## config.mk

```make
export PLATFORM = sky130hd
export DESIGN_NAME = rsi_ctrl
export DESIGN_NICKNAME = d
export VERILOG_FILES = /design/src/hdl/rsi_pkg.sv /design/src/hdl/rsi_sync.sv /design/src/hdl/rsi_ctrl.sv
export SDC_FILE = /design/constraint.sdc
export NUM_CORES = 1
export LEC_CHECK = 0
export BUFFER_PORTS_ARGS = -buffer_cell sky130_fd_sc_hd__buf_4
export CAP_MARGIN = 20
export CORE_UTILIZATION = 25
export DETAILED_ROUTE_END_ITERATION = 6
export PLACE_DENSITY = 0.57
export SLEW_MARGIN = 20
export SYNTH_ARGS = -nofsm -noshare
export SYNTH_HDL_FRONTEND = slang
export SYNTH_SLANG_ARGS = --single-unit
```

## constraint.sdc

```tcl
create_clock -name CLOCK_I -period 5.8 [get_ports CLOCK_I]
set_input_delay 0.87 -clock CLOCK_I [delete_from_list [all_inputs] [get_ports CLOCK_I]]
set_output_delay 0.87 -clock CLOCK_I [all_outputs]
set_load 0.005 [all_outputs]
```

## src/hdl/rsi_pkg.sv

```systemverilog
package rsi_pkg;
  // Register byte offsets
  localparam logic [7:0] OFS_SETMASK = 8'h00;
  localparam logic [7:0] OFS_READMASK = 8'h04;
  localparam logic [7:0] OFS_ENABLE = 8'h08;
  localparam logic [7:0] OFS_DISABLE = 8'h0C;
  localparam logic [7:0] OFS_STATUS = 8'h10;
  // Set-interrupt-mask write fields
  localparam int SM_SOD_BIT = 7;
  localparam int SM_SOE_BIT = 6;
  localparam int SM_R75_BIT = 4;
  localparam int SM_MSE_BIT = 3;
  // Read-interrupt-mask read fields
  localparam int RM_SID_BIT = 7;
  localparam int RM_P75_BIT = 6;
  localparam int RM_P65_BIT = 5;
  localparam int RM_P55_BIT = 4;
  localparam int RM_IE_BIT = 3;
  // Mask vector bit positions
  localparam int MB_55 = 0;
  localparam int MB_65 = 1;
  localparam int MB_75 = 2;
  // Restart vectors
  localparam logic [7:0] VEC_TRAP = 8'h24;
  localparam logic [7:0] VEC_75 = 8'h3C;
  localparam logic [7:0] VEC_65 = 8'h34;
  localparam logic [7:0] VEC_55 = 8'h2C;
  localparam logic [7:0] VEC_BUS = 8'h00;
  // Reset values
  localparam logic [2:0] MASK_RST = 3'h7;
  localparam logic SOD_RST = 1'b0;
  // Synchroniser depth in cycles
  localparam int SYNC_STAGES = 3;
  // AXI responses
  localparam logic [1:0] RESP_OKAY = 2'h0;
  localparam logic [1:0] RESP_SLVERR = 2'h2;
endpackage : rsi_pkg

```

## src/hdl/rsi_sync.sv

```systemverilog
`timescale 1ns/1ps
module rsi_sync #(
  parameter int WIDTH = 1
) (
  input wire logic clk_i,
  input wire logic rst_i,
  input wire logic [WIDTH-1:0] async_i,
  output logic [WIDTH-1:0] level_o
);
  typedef struct packed {
    logic [WIDTH-1:0] s1;
    logic [WIDTH-1:0] s2;
    logic [WIDTH-1:0] s3;
    logic [WIDTH-1:0] lvl;
  } rsi_sync_s;

  rsi_sync_s sy_q;
  rsi_sync_s sy_d;

  // Output follows only once stages two and three agree
  always_comb begin
    sy_d = sy_q;
    sy_d.s1 = async_i;
    sy_d.s2 = sy_q.s1;
    sy_d.s3 = sy_q.s2;
    for (int i = 0; i < WIDTH; i++) begin
      if (sy_q.s2[i] == sy_q.s3[i]) begin
        sy_d.lvl[i] = sy_q.s3[i];
      end
    end
  end

  always_ff @(posedge clk_i or posedge rst_i) begin
    if (rst_i) begin
      sy_q <= '0;
    end else begin
      sy_q <= sy_d;
    end
  end

  assign level_o = sy_q.lvl;
endmodule : rsi_sync

```

## src/hdl/rsi_ctrl.sv

```systemverilog
// Added by the designer: the placing of the registers and the AXI4-Lite register port.
`timescale 1ns/1ps
module rsi_ctrl
  import rsi_pkg::*;
#(
  parameter int ADDR_W = 8
) (
  input wire logic CLOCK_I,
  input wire logic RST_I,
  input wire logic [ADDR_W-1:0] S_AXI_AWADDR_I,
  input wire logic S_AXI_AWVALID_I,
  output logic S_AXI_AWREADY_O,
  input wire logic [31:0] S_AXI_WDATA_I,
  input wire logic [3:0] S_AXI_WSTRB_I,
  input wire logic S_AXI_WVALID_I,
  output logic S_AXI_WREADY_O,
  output logic [1:0] S_AXI_BRESP_O,
  output logic S_AXI_BVALID_O,
  input wire logic S_AXI_BREADY_I,
  input wire logic [ADDR_W-1:0] S_AXI_ARADDR_I,
  input wire logic S_AXI_ARVALID_I,
  output logic S_AXI_ARREADY_O,
  output logic [31:0] S_AXI_RDATA_O,
  output logic [1:0] S_AXI_RRESP_O,
  output logic S_AXI_RVALID_O,
  input wire logic S_AXI_RREADY_I,
  input wire logic SAMPLE_POINT_I,
  input wire logic NONMASKABLE_I,
  input wire logic RESTART75_I,
  input wire logic RESTART65_I,
  input wire logic RESTART55_I,
  input wire logic BUS_VECTORED_REQUEST_I,
  input wire logic SERIAL_IN_LINE_I,
  input wire logic HOLD_REQUEST_I,
  output logic HOLD_REQUEST_SYNC_O,
  output logic SERIAL_OUT_LINE_O,
  output logic INT_TAKEN_O,
  output logic [7:0] VECTOR_O,
  output logic VECTOR_FETCH_ACK_O
);
  typedef struct packed {
    logic aw_got;
    logic [ADDR_W-1:0] aw_addr;
    logic w_got;
    logic [7:0] wdata;
    logic wstrb0;
    logic awready;
    logic wready;
    logic bvalid;
    logic [1:0] bresp;
    logic arready;
    logic rvalid;
    logic [1:0] rresp;
    logic [31:0] rdata;
    logic [2:0] masks;
    logic ie;
    logic ie_saved;
    logic trap_rim;
    logic r75_ff;
    logic trap_edge;
    logic trap_prev;
    logic r75_prev;
    logic serial_out_line;
    logic taken;
    logic ack;
    logic [7:0] vector;
  } rsi_state_s;

  rsi_state_s s_q;
  rsi_state_s s_d;
  logic [6:0] sync_lvl;
  logic trap_lvl, r75_lvl, r65_lvl, r55_lvl, bus_lvl, sid_lvl;
  logic r75_edge, trap_rise;
  logic trap_req, req75, req65, req55, req_bus;
  logic accept;
  logic sim_wr, rim_rd;
  logic [7:0] rim_val;
  logic [7:0] wofs;
  logic [7:0] rofs;

  rsi_sync #(
    .WIDTH(7)
  ) u_sync (
    .clk_i(CLOCK_I),
    .rst_i(RST_I),
    .async_i({HOLD_REQUEST_I, SERIAL_IN_LINE_I, BUS_VECTORED_REQUEST_I, RESTART55_I, RESTART65_I, RESTART75_I,
              NONMASKABLE_I}),
    .level_o(sync_lvl)
  );

  assign trap_lvl = sync_lvl[0];
  assign r75_lvl = sync_lvl[1];
  assign r65_lvl = sync_lvl[2];
  assign r55_lvl = sync_lvl[3];
  assign bus_lvl = sync_lvl[4];
  assign sid_lvl = sync_lvl[5];
  assign HOLD_REQUEST_SYNC_O = sync_lvl[6];

  assign r75_edge = r75_lvl && !s_q.r75_prev;
  assign trap_rise = trap_lvl && !s_q.trap_prev;
  // Edge and level both needed; a dropped line cancels the request
  assign trap_req = s_q.trap_edge && trap_lvl;
  assign req75 = s_q.r75_ff && !s_q.masks[MB_75] && s_q.ie;
  assign req65 = r65_lvl && !s_q.masks[MB_65] && s_q.ie;
  assign req55 = r55_lvl && !s_q.masks[MB_55] && s_q.ie;
  assign req_bus = bus_lvl && s_q.ie;
  assign accept = SAMPLE_POINT_I && (trap_req || req75 || req65 || req55 || req_bus);

  assign wofs = 8'(s_q.aw_addr);
  assign rofs = 8'(S_AXI_ARADDR_I);
  assign sim_wr = s_q.aw_got && s_q.w_got && !s_q.bvalid && s_q.wstrb0 && wofs == OFS_SETMASK;
  assign rim_rd = S_AXI_ARVALID_I && s_q.arready && rofs == OFS_READMASK;
  // Saved enable shown once after a trap
  assign rim_val = {sid_lvl, s_q.r75_ff, r65_lvl, r55_lvl,
                    s_q.trap_rim ? s_q.ie_saved : s_q.ie, s_q.masks};

  always_comb begin
    s_d = s_q;
    s_d.taken = 1'b0;
    s_d.ack = 1'b0;
    s_d.trap_prev = trap_lvl;
    s_d.r75_prev = r75_lvl;

    // Write channel: address and data in either order
    if (S_AXI_AWVALID_I && s_q.awready) begin
      s_d.aw_got = 1'b1;
      s_d.aw_addr = S_AXI_AWADDR_I;
    end
    if (S_AXI_WVALID_I && s_q.wready) begin
      s_d.w_got = 1'b1;
      s_d.wdata = S_AXI_WDATA_I[7:0];
      s_d.wstrb0 = S_AXI_WSTRB_I[0];
    end
    if (s_q.bvalid && S_AXI_BREADY_I) begin
      s_d.bvalid = 1'b0;
    end
    if (s_q.aw_got && s_q.w_got && !s_q.bvalid) begin
      s_d.aw_got = 1'b0;
      s_d.w_got = 1'b0;
      s_d.bvalid = 1'b1;
      s_d.bresp = RESP_OKAY;
      unique case (wofs)
        OFS_SETMASK: begin
          if (s_q.wstrb0) begin
            if (s_q.wdata[SM_MSE_BIT]) begin
              s_d.masks = s_q.wdata[2:0];
            end
            if (s_q.wdata[SM_R75_BIT]) begin
              s_d.r75_ff = 1'b0;
            end
            if (s_q.wdata[SM_SOE_BIT]) begin
              s_d.serial_out_line = s_q.wdata[SM_SOD_BIT];
            end
          end
        end
        OFS_ENABLE: begin
          if (s_q.wstrb0) begin
            s_d.ie = 1'b1;
          end
        end
        OFS_DISABLE: begin
          if (s_q.wstrb0) begin
            s_d.ie = 1'b0;
          end
        end
        OFS_READMASK, OFS_STATUS: begin
        end
        default: begin
          s_d.bresp = RESP_SLVERR;
        end
      endcase
    end

    // Read channel
    if (s_q.rvalid && S_AXI_RREADY_I) begin
      s_d.rvalid = 1'b0;
    end
    if (S_AXI_ARVALID_I && s_q.arready) begin
      s_d.rvalid = 1'b1;
      s_d.rresp = RESP_OKAY;
      s_d.rdata = '0;
      unique case (rofs)
        OFS_READMASK: begin
          s_d.rdata = {24'h000000, rim_val};
          s_d.trap_rim = 1'b0;
        end
        OFS_STATUS: begin
          s_d.rdata = {16'h0000, s_q.vector, 4'h0, s_q.trap_rim, s_q.ie_saved, s_q.trap_edge, s_q.ie};
        end
        OFS_SETMASK, OFS_ENABLE, OFS_DISABLE: begin
        end
        default: begin
          s_d.rresp = RESP_SLVERR;
        end
      endcase
    end

    // Acceptance; no memory of a running handler is kept
    if (accept) begin
      s_d.taken = 1'b1;
      s_d.ie = 1'b0;
      s_d.trap_rim = 1'b0;
      if (trap_req) begin
        s_d.vector = VEC_TRAP;
        s_d.ie_saved = s_q.ie;
        s_d.trap_rim = 1'b1;
        s_d.trap_edge = 1'b0;
      end else if (req75) begin
        s_d.vector = VEC_75;
        s_d.r75_ff = 1'b0;
      end else if (req65) begin
        s_d.vector = VEC_65;
      end else if (req55) begin
        s_d.vector = VEC_55;
      end else begin
        // Instruction is inserted by the outside party
        s_d.vector = VEC_BUS;
        s_d.ack = 1'b1;
      end
    end

    // New edges win over any clear in the same cycle
    if (trap_rise) begin
      s_d.trap_edge = 1'b1;
    end
    if (r75_edge) begin
      s_d.r75_ff = 1'b1;
    end

    s_d.awready = !s_d.aw_got && !s_d.bvalid;
    s_d.wready = !s_d.w_got && !s_d.bvalid;
    s_d.arready = !s_d.rvalid;
  end

  always_ff @(posedge CLOCK_I or posedge RST_I) begin
    if (RST_I) begin
      s_q <= '0;
      s_q.masks <= MASK_RST;
      s_q.serial_out_line <= SOD_RST;
      s_q.ie <= 1'b0;
      s_q.r75_ff <= 1'b0;
    end else begin
      s_q <= s_d;
    end
  end

  assign S_AXI_AWREADY_O = s_q.awready;
  assign S_AXI_WREADY_O = s_q.wready;
  assign S_AXI_BVALID_O = s_q.bvalid;
  assign S_AXI_BRESP_O = s_q.bresp;
  assign S_AXI_ARREADY_O = s_q.arready;
  assign S_AXI_RVALID_O = s_q.rvalid;
  assign S_AXI_RRESP_O = s_q.rresp;
  assign S_AXI_RDATA_O = s_q.rdata;
  assign SERIAL_OUT_LINE_O = s_q.serial_out_line;
  assign INT_TAKEN_O = s_q.taken;
  assign VECTOR_O = s_q.vector;
  assign VECTOR_FETCH_ACK_O = s_q.ack;
endmodule : rsi_ctrl

```

# Yosys cells after proc, flatten, opt, wreduce, memory -nomap -nowiden
# Index checks and enable logic that the tools add are counted.
dict set report totals {
  register_bits 109
  wordCells 140
}
dict set report classes {
  n_reduce_logical 50
  muxes 38
  eq_ne 17
}
# cell n
set op_table {}
lappend op_table {{2-to-1 mux 35 bit} 1}
lappend op_table {{equality test 8 x 4 -> 1 bit, second input constant} 4}
lappend op_table {{one-hot mux 16 bit (2 select lines)} 1}
lappend op_table {{2-to-1 mux 6 bit} 4}
lappend op_table {{2-to-1 mux 1 bit} 23}
lappend op_table {{logical AND 1 bit} 20}
lappend op_table {{2-to-1 mux 10 bit} 2}
lappend op_table {{equality test 8 x 3 -> 1 bit, second input constant} 2}
lappend op_table {{equality test 8 x 5 -> 1 bit, second input constant} 2}
lappend op_table {{zero test 8 bit} 2}
lappend op_table {{AND reduction 4 bit} 3}
lappend op_table {{zero test 1 bit} 10}
lappend op_table {{nonzero test 2 bit} 5}
lappend op_table {{OR reduction 5 bit} 2}
lappend op_table {{2-to-1 mux 9 bit} 1}
lappend op_table {{equality test 1 bit} 7}
lappend op_table {{2-to-1 mux 2 bit} 3}
lappend op_table {{inequality test 3 bit, second input constant} 2}
lappend op_table {{AND reduction 2 bit} 3}
lappend op_table {{2-to-1 mux 5 bit} 1}
lappend op_table {{logical OR 1 bit} 4}
lappend op_table {{2-to-1 mux 3 bit} 1}
lappend op_table {{nonzero test 3 bit} 1}
lappend op_table {{one-hot mux 1 bit (2 select lines)} 1}

# Logic depth before layout (Yosys ltp)
dict set report depth {
  depth_word 10
  ltp_mapped 5
}

# Cells and area by module
# Synthesis repeated with hierarchy kept, for this count alone.
dict set report unflattened {
  cells_unflattened 258
  hier_area_um2 3310.7
}
# module area_per_inst_um2 n_inst cells_per_inst seq_area_each_um2
set by_module_without_submodules {}
lappend by_module_without_submodules {rsi_ctrl 2474.9 1 215 1305.0}
lappend by_module_without_submodules {rsi_sync 835.8 1 43 700.7}

# Least setup slack after synthesis
# No wires, ideal clock.
dict set report synth_path {
  kind {in2reg}
  start {in S_AXI_ARADDR_I[1]}
  end {reg s_q, in the netlist S_AXI_RDATA_O[11]}
  cell_stages 5
  setup_slack_ns 3.602
  setup_time_ns 0.065
  path_buffers 1
  required_ns 5.735
  t_arrival_ns 2.132
  cell_sequence {or4_4 or3_4 nor2b_2 buf_6 a22o_1}
}
dict set report synth_between {
  elab_chain_cells 2
}
# item line
set synth_lines {}
lappend synth_lines {{start: declaration} rsi_ctrl.sv:20} ;# input wire logic [ADDR_W-1:0] S_AXI_ARADDR_I,
lappend synth_lines {{equality test 8 x 5 -> 1 bit / equality test 8 x 3 -> 1 bit (equally long branches)} rsi_ctrl.sv:182} ;# unique case (rofs)
lappend synth_lines {{one-hot mux 16 bit (2 select lines) (*)} rsi_ctrl.sv:182}
lappend synth_lines {{end: declaration} rsi_ctrl.sv:69} ;# rsi_state_s s_q;
# Mark *: on every way between the ends. The rest lies on a longest branch, timed or not.
# A chain may end at the register's enable or synchronous reset.

# Worst setup path after layout
dict set report layout_path {
  start {in S_AXI_ARADDR_I[1]}
  end {reg s_q, in the netlist S_AXI_RDATA_O[12]}
}
# Same word-level chain as after synthesis.

==> impl_metrics.py <==
metrics = {
    "route": {
        "drtAntennaViolNets": 0,
        "dr_total_vias": 1875,
        "drt-initial-drc-count": 45,
        "viasPerCell": 3.91,
        "dr.pass1.iters": 4,
        "post-route-drc-count": 0,
        "routed_wl_mm": 5.83,
        "detail_route.wl_per_cell_um": 12.2,
    },
    "final_layout": {
        "nets": 369,
        "final_cells": 479,
        "diodes": 0,
        "drive_gt1_share_pct": 37.1,
        "regArea_um2": 2010,
        "multiInputGateArea_um2": 936,
        "fillers": 1306,
        "syn_to_final_growth_pct": 24.6,
    },
    "global_routing": {
        "overflow": 0,
        "grt_pass1_vias": 1872,
        "grt_max_degree": 81,
        "grt_use_met3_pct": 3.77,
        "grt.busiest_layer": "met2",
        "gr-usage-met1_pct": 11.9,
        "grt_pass1_wl_mm": 9.51,
        "grt_use_met2_pct": 15.0,
        "antenna_found_initial": 0,
        "grtUsageTotal_pct": 9.49,
    },
    "floorplan": {
        "die_area_um2": 13400,
        "ios": 120,
        "die_h_um": 116,
        "initial_utilization_pct": 25.6,
        "rows": 41,
        "coreArea_um2": 12600,
        "dieWidth_um": 116,
    },
    "yosys": {
        "synth_cell_types": 37,
        "synthFlopType": "dfrtp_1",
        "yosys.cell_count.top_type": "dfrtp_1",
        "yosys-top-cells-area": "dfrtp_1 60%, buf_4 10%, mux2_2 8.0%",
        "synth_edf_count": 0,
        "synth_cells": 246,
        "yosysTopAreaCell": "dfrtp_1",
        "syn-cell-area_um2": 3230,
        "synthTopCellsByCount": "77 x dfrtp_1, 44 x buf_4, 23 x mux2_2, 10 x a22o_1, 10 x nand2_1",
        "yosys_warnings": 0,
        "synth_top_area_share_pct": 59.6,
        "yosys_register_bits": 80,
        "seq_area_frac_synth_pct": 62.1,
        "syn_area_per_cell_um2": 13.1,
        "synthArstFlopShare_pct": 100,
    },
    "sta": {
        "post-route-min-period_ns": 2.16,
        "tns_ns": 0,
        "setup_viol": 0,
        "finClkSkew_ns": 0.00826,
        "fmax_ghz": 0.464,
        "hold_viol_final": 0,
        "drv_slew": 0,
        "layout_setup_ws_ns": 3.64,
        "period_share_pct": 37.2,
        "tightest_slew_ns": 0.573,
        "slew_headroom_pct": 61.5,
        "rsz0062_at_grt": "false",
    },
    "placed_design": {
        "dp_slack_ns": 3.29,
        "port_buffers": 65,
        "dp_hpwl_mm": 4.14,
        "gp_congestion": 0.684,
        "dp.cells": 462,
    },
    "pwr": {
        "comb_power_share_pct": 15.7,
        "leakage_uw": 0.00189,
        "seq_power_share_pct": 47.3,
        "switchingPower_uw": 382,
        "ir_drop_v": 0.000162,
        "powerDensity_nw_per_um2": 384,
        "p_int_uw": 1160,
        "switching_share_pct": 24.7,
        "power.share.clock_pct": 37.0,
    },
    "worst_setup_path": {
        "required_ns": 6.07,
        "reg2reg_from": "rim_val[1]$_DFFE_PP1P_",
        "path_cells": "buf_4 -> or4_4 -> or3_4 -> nor2b_2 -> a22o_1",
        "slowest_delay_ns": 0.55,
        "cpMaxStageDelayCell": "or4_4",
        "endpoint_kind": "flip-flop",
        "reg2reg_slack_ns": 4.11,
        "cp-start-kind": "input port",
        "criticalPathCategory": "input port to flip-flop",
        "cp.arrival_ns": 2.42,
        "crit_path_start": "S_AXI_ARADDR_I[1]",
        "path_max_fanout": 7,
    },
    "hold_path": {
        "holdCritStartpoint": "u_sync.sy_d[16]$_DFF_PP0_",
        "holdCritPathClass": "flip-flop to flip-flop",
    },
    "clock_network": {
        "cts_resized": 0,
        "post_cts_buffers": 0,
        "htree_levels": 3,
        "cts_tree": "done",
        "clock_latency_ns": 0.33,
        "cts_max_path_buffers": 2,
        "cts-root-buf": "clkbuf_16",
        "clkSinkCount": 80,
        "ctsHoldBuffers": 0,
        "path_clk_slew_ns": 0.06,
        "cts_buffers": 9,
    },
    "run": {
        "max_cap_viol_count": 0,
    },
    "status": {
        "status": "complete, no violations",
    },
}
-- path summary, 6_finish.rpt --
kind | endpoint | cells past startpoint
hold / removal | u_sync.sy_d[9]$_DFF_PP0_ | 0
setup / recovery | S_AXI_RDATA_O[12]$_DFFE_PP0P_ | 5
setup reg to reg | VECTOR_O[2]$_DFFE_PP0P_ | 4
hold reg to reg | u_sync.sy_d[9]$_DFF_PP0_ | 0
max in group asynchronous | rim_val[2]$_DFFE_PP1P_ | 4
min in group asynchronous | u_sync.sy_d[20]$_DFF_PP0_ | 3
-- cell usage in the layout, fill, tap and decap left out, types with 2 or more instances in the layout --
cell type   synthesis  final
nand4_1             2      2
nand3b_1            4      4
buf_4              44     66
clkinvlp_4          0      3
clkbuf_8            0      2
a21o_1              3      3
nand2b_1            4      4
nand2_1            10     10
mux2_2             23     23
nand3_1             6      6
dfrtp_1            77     77
maj3_1              7      7
nor2b_1             5      5
nor2_1              5      5
a22o_1             10     10
o21a_1              2      2
clkbuf_16           0      9
dfstp_2             3      3
conb_1              1     26
a21oi_1             5      5
o21ai_0             7      7
inv_1               9      8
-- layout make-up --
class	count	share of cell area [%]
inverters	9	0.871
flip-flops and latches	80	49.8
clock buffers	12	6.37
clock inverters	4	1.31
well taps	172	5.35
multi-input cells	135	23.3
repair buffers	67	13.0
-- sequential cells by signal (all words and copies together) (netlist names), 3 cells and up --
signal          flops
u_sync.sy_q         7
VECTOR_O            3
rim_val             4
u_sync.sy_d        14
S_AXI_RDATA_O      11
wofs                8
u_sync.level_o      7
s_q                16
-- power by group through the flow --
stage / Clock, µW / Combinational [µW] / Sequential [µW]
4_1_cts: 592 / 245 / 732
2_1_floorplan: 0 / 185 / 721
3_3_place_gp: 0 / 237 / 737
5_1_grt: 615 / 275 / 748
6_report: 571 / 243 / 731
3_5_place_dp: 0 / 244 / 742
-- critical path: cells and delay by family --
family,cells,cell delay [ns]
AO/OA/AOI/OAI,1,0.18
AND/OR/NAND/NOR,3,1.26
buffers and inverters,1,0.11
-- metrics by stage --
step           util, %  hold slack, ns  power [µW]  instance area [µm²]
2_1_floorplan        -           0.331         906                 3320
3_3_place_gp      29.2           0.332         974                 3690
3_5_place_dp      29.2           0.335         986                 3690
4_1_cts           31.7           0.338        1570                 4000
5_1_grt           31.9           0.351        1640                 4020
6_report          31.9           0.337        1540                 4020
-- metal layers --
layer  vias to the layer above  part of all wire (%)
li1                        895                     -
met1                       891                    46
met4                         0                   1.1
met5                         -                     0
met3                         9                   7.6
met2                        80                    46
-- cells by family after synthesis --
group | Yosys count | synth area share, %
buf+inv | 56 | 11.9
flops | 80 | 62.1
other cells | 1 | 0.116
compound gates | 32 | 6.89
fa+ha+maj | 7 | 2.17
mux | 23 | 8.02
simple gates | 47 | 8.87
No activity file was read; power rests on OpenSTA's default activity.
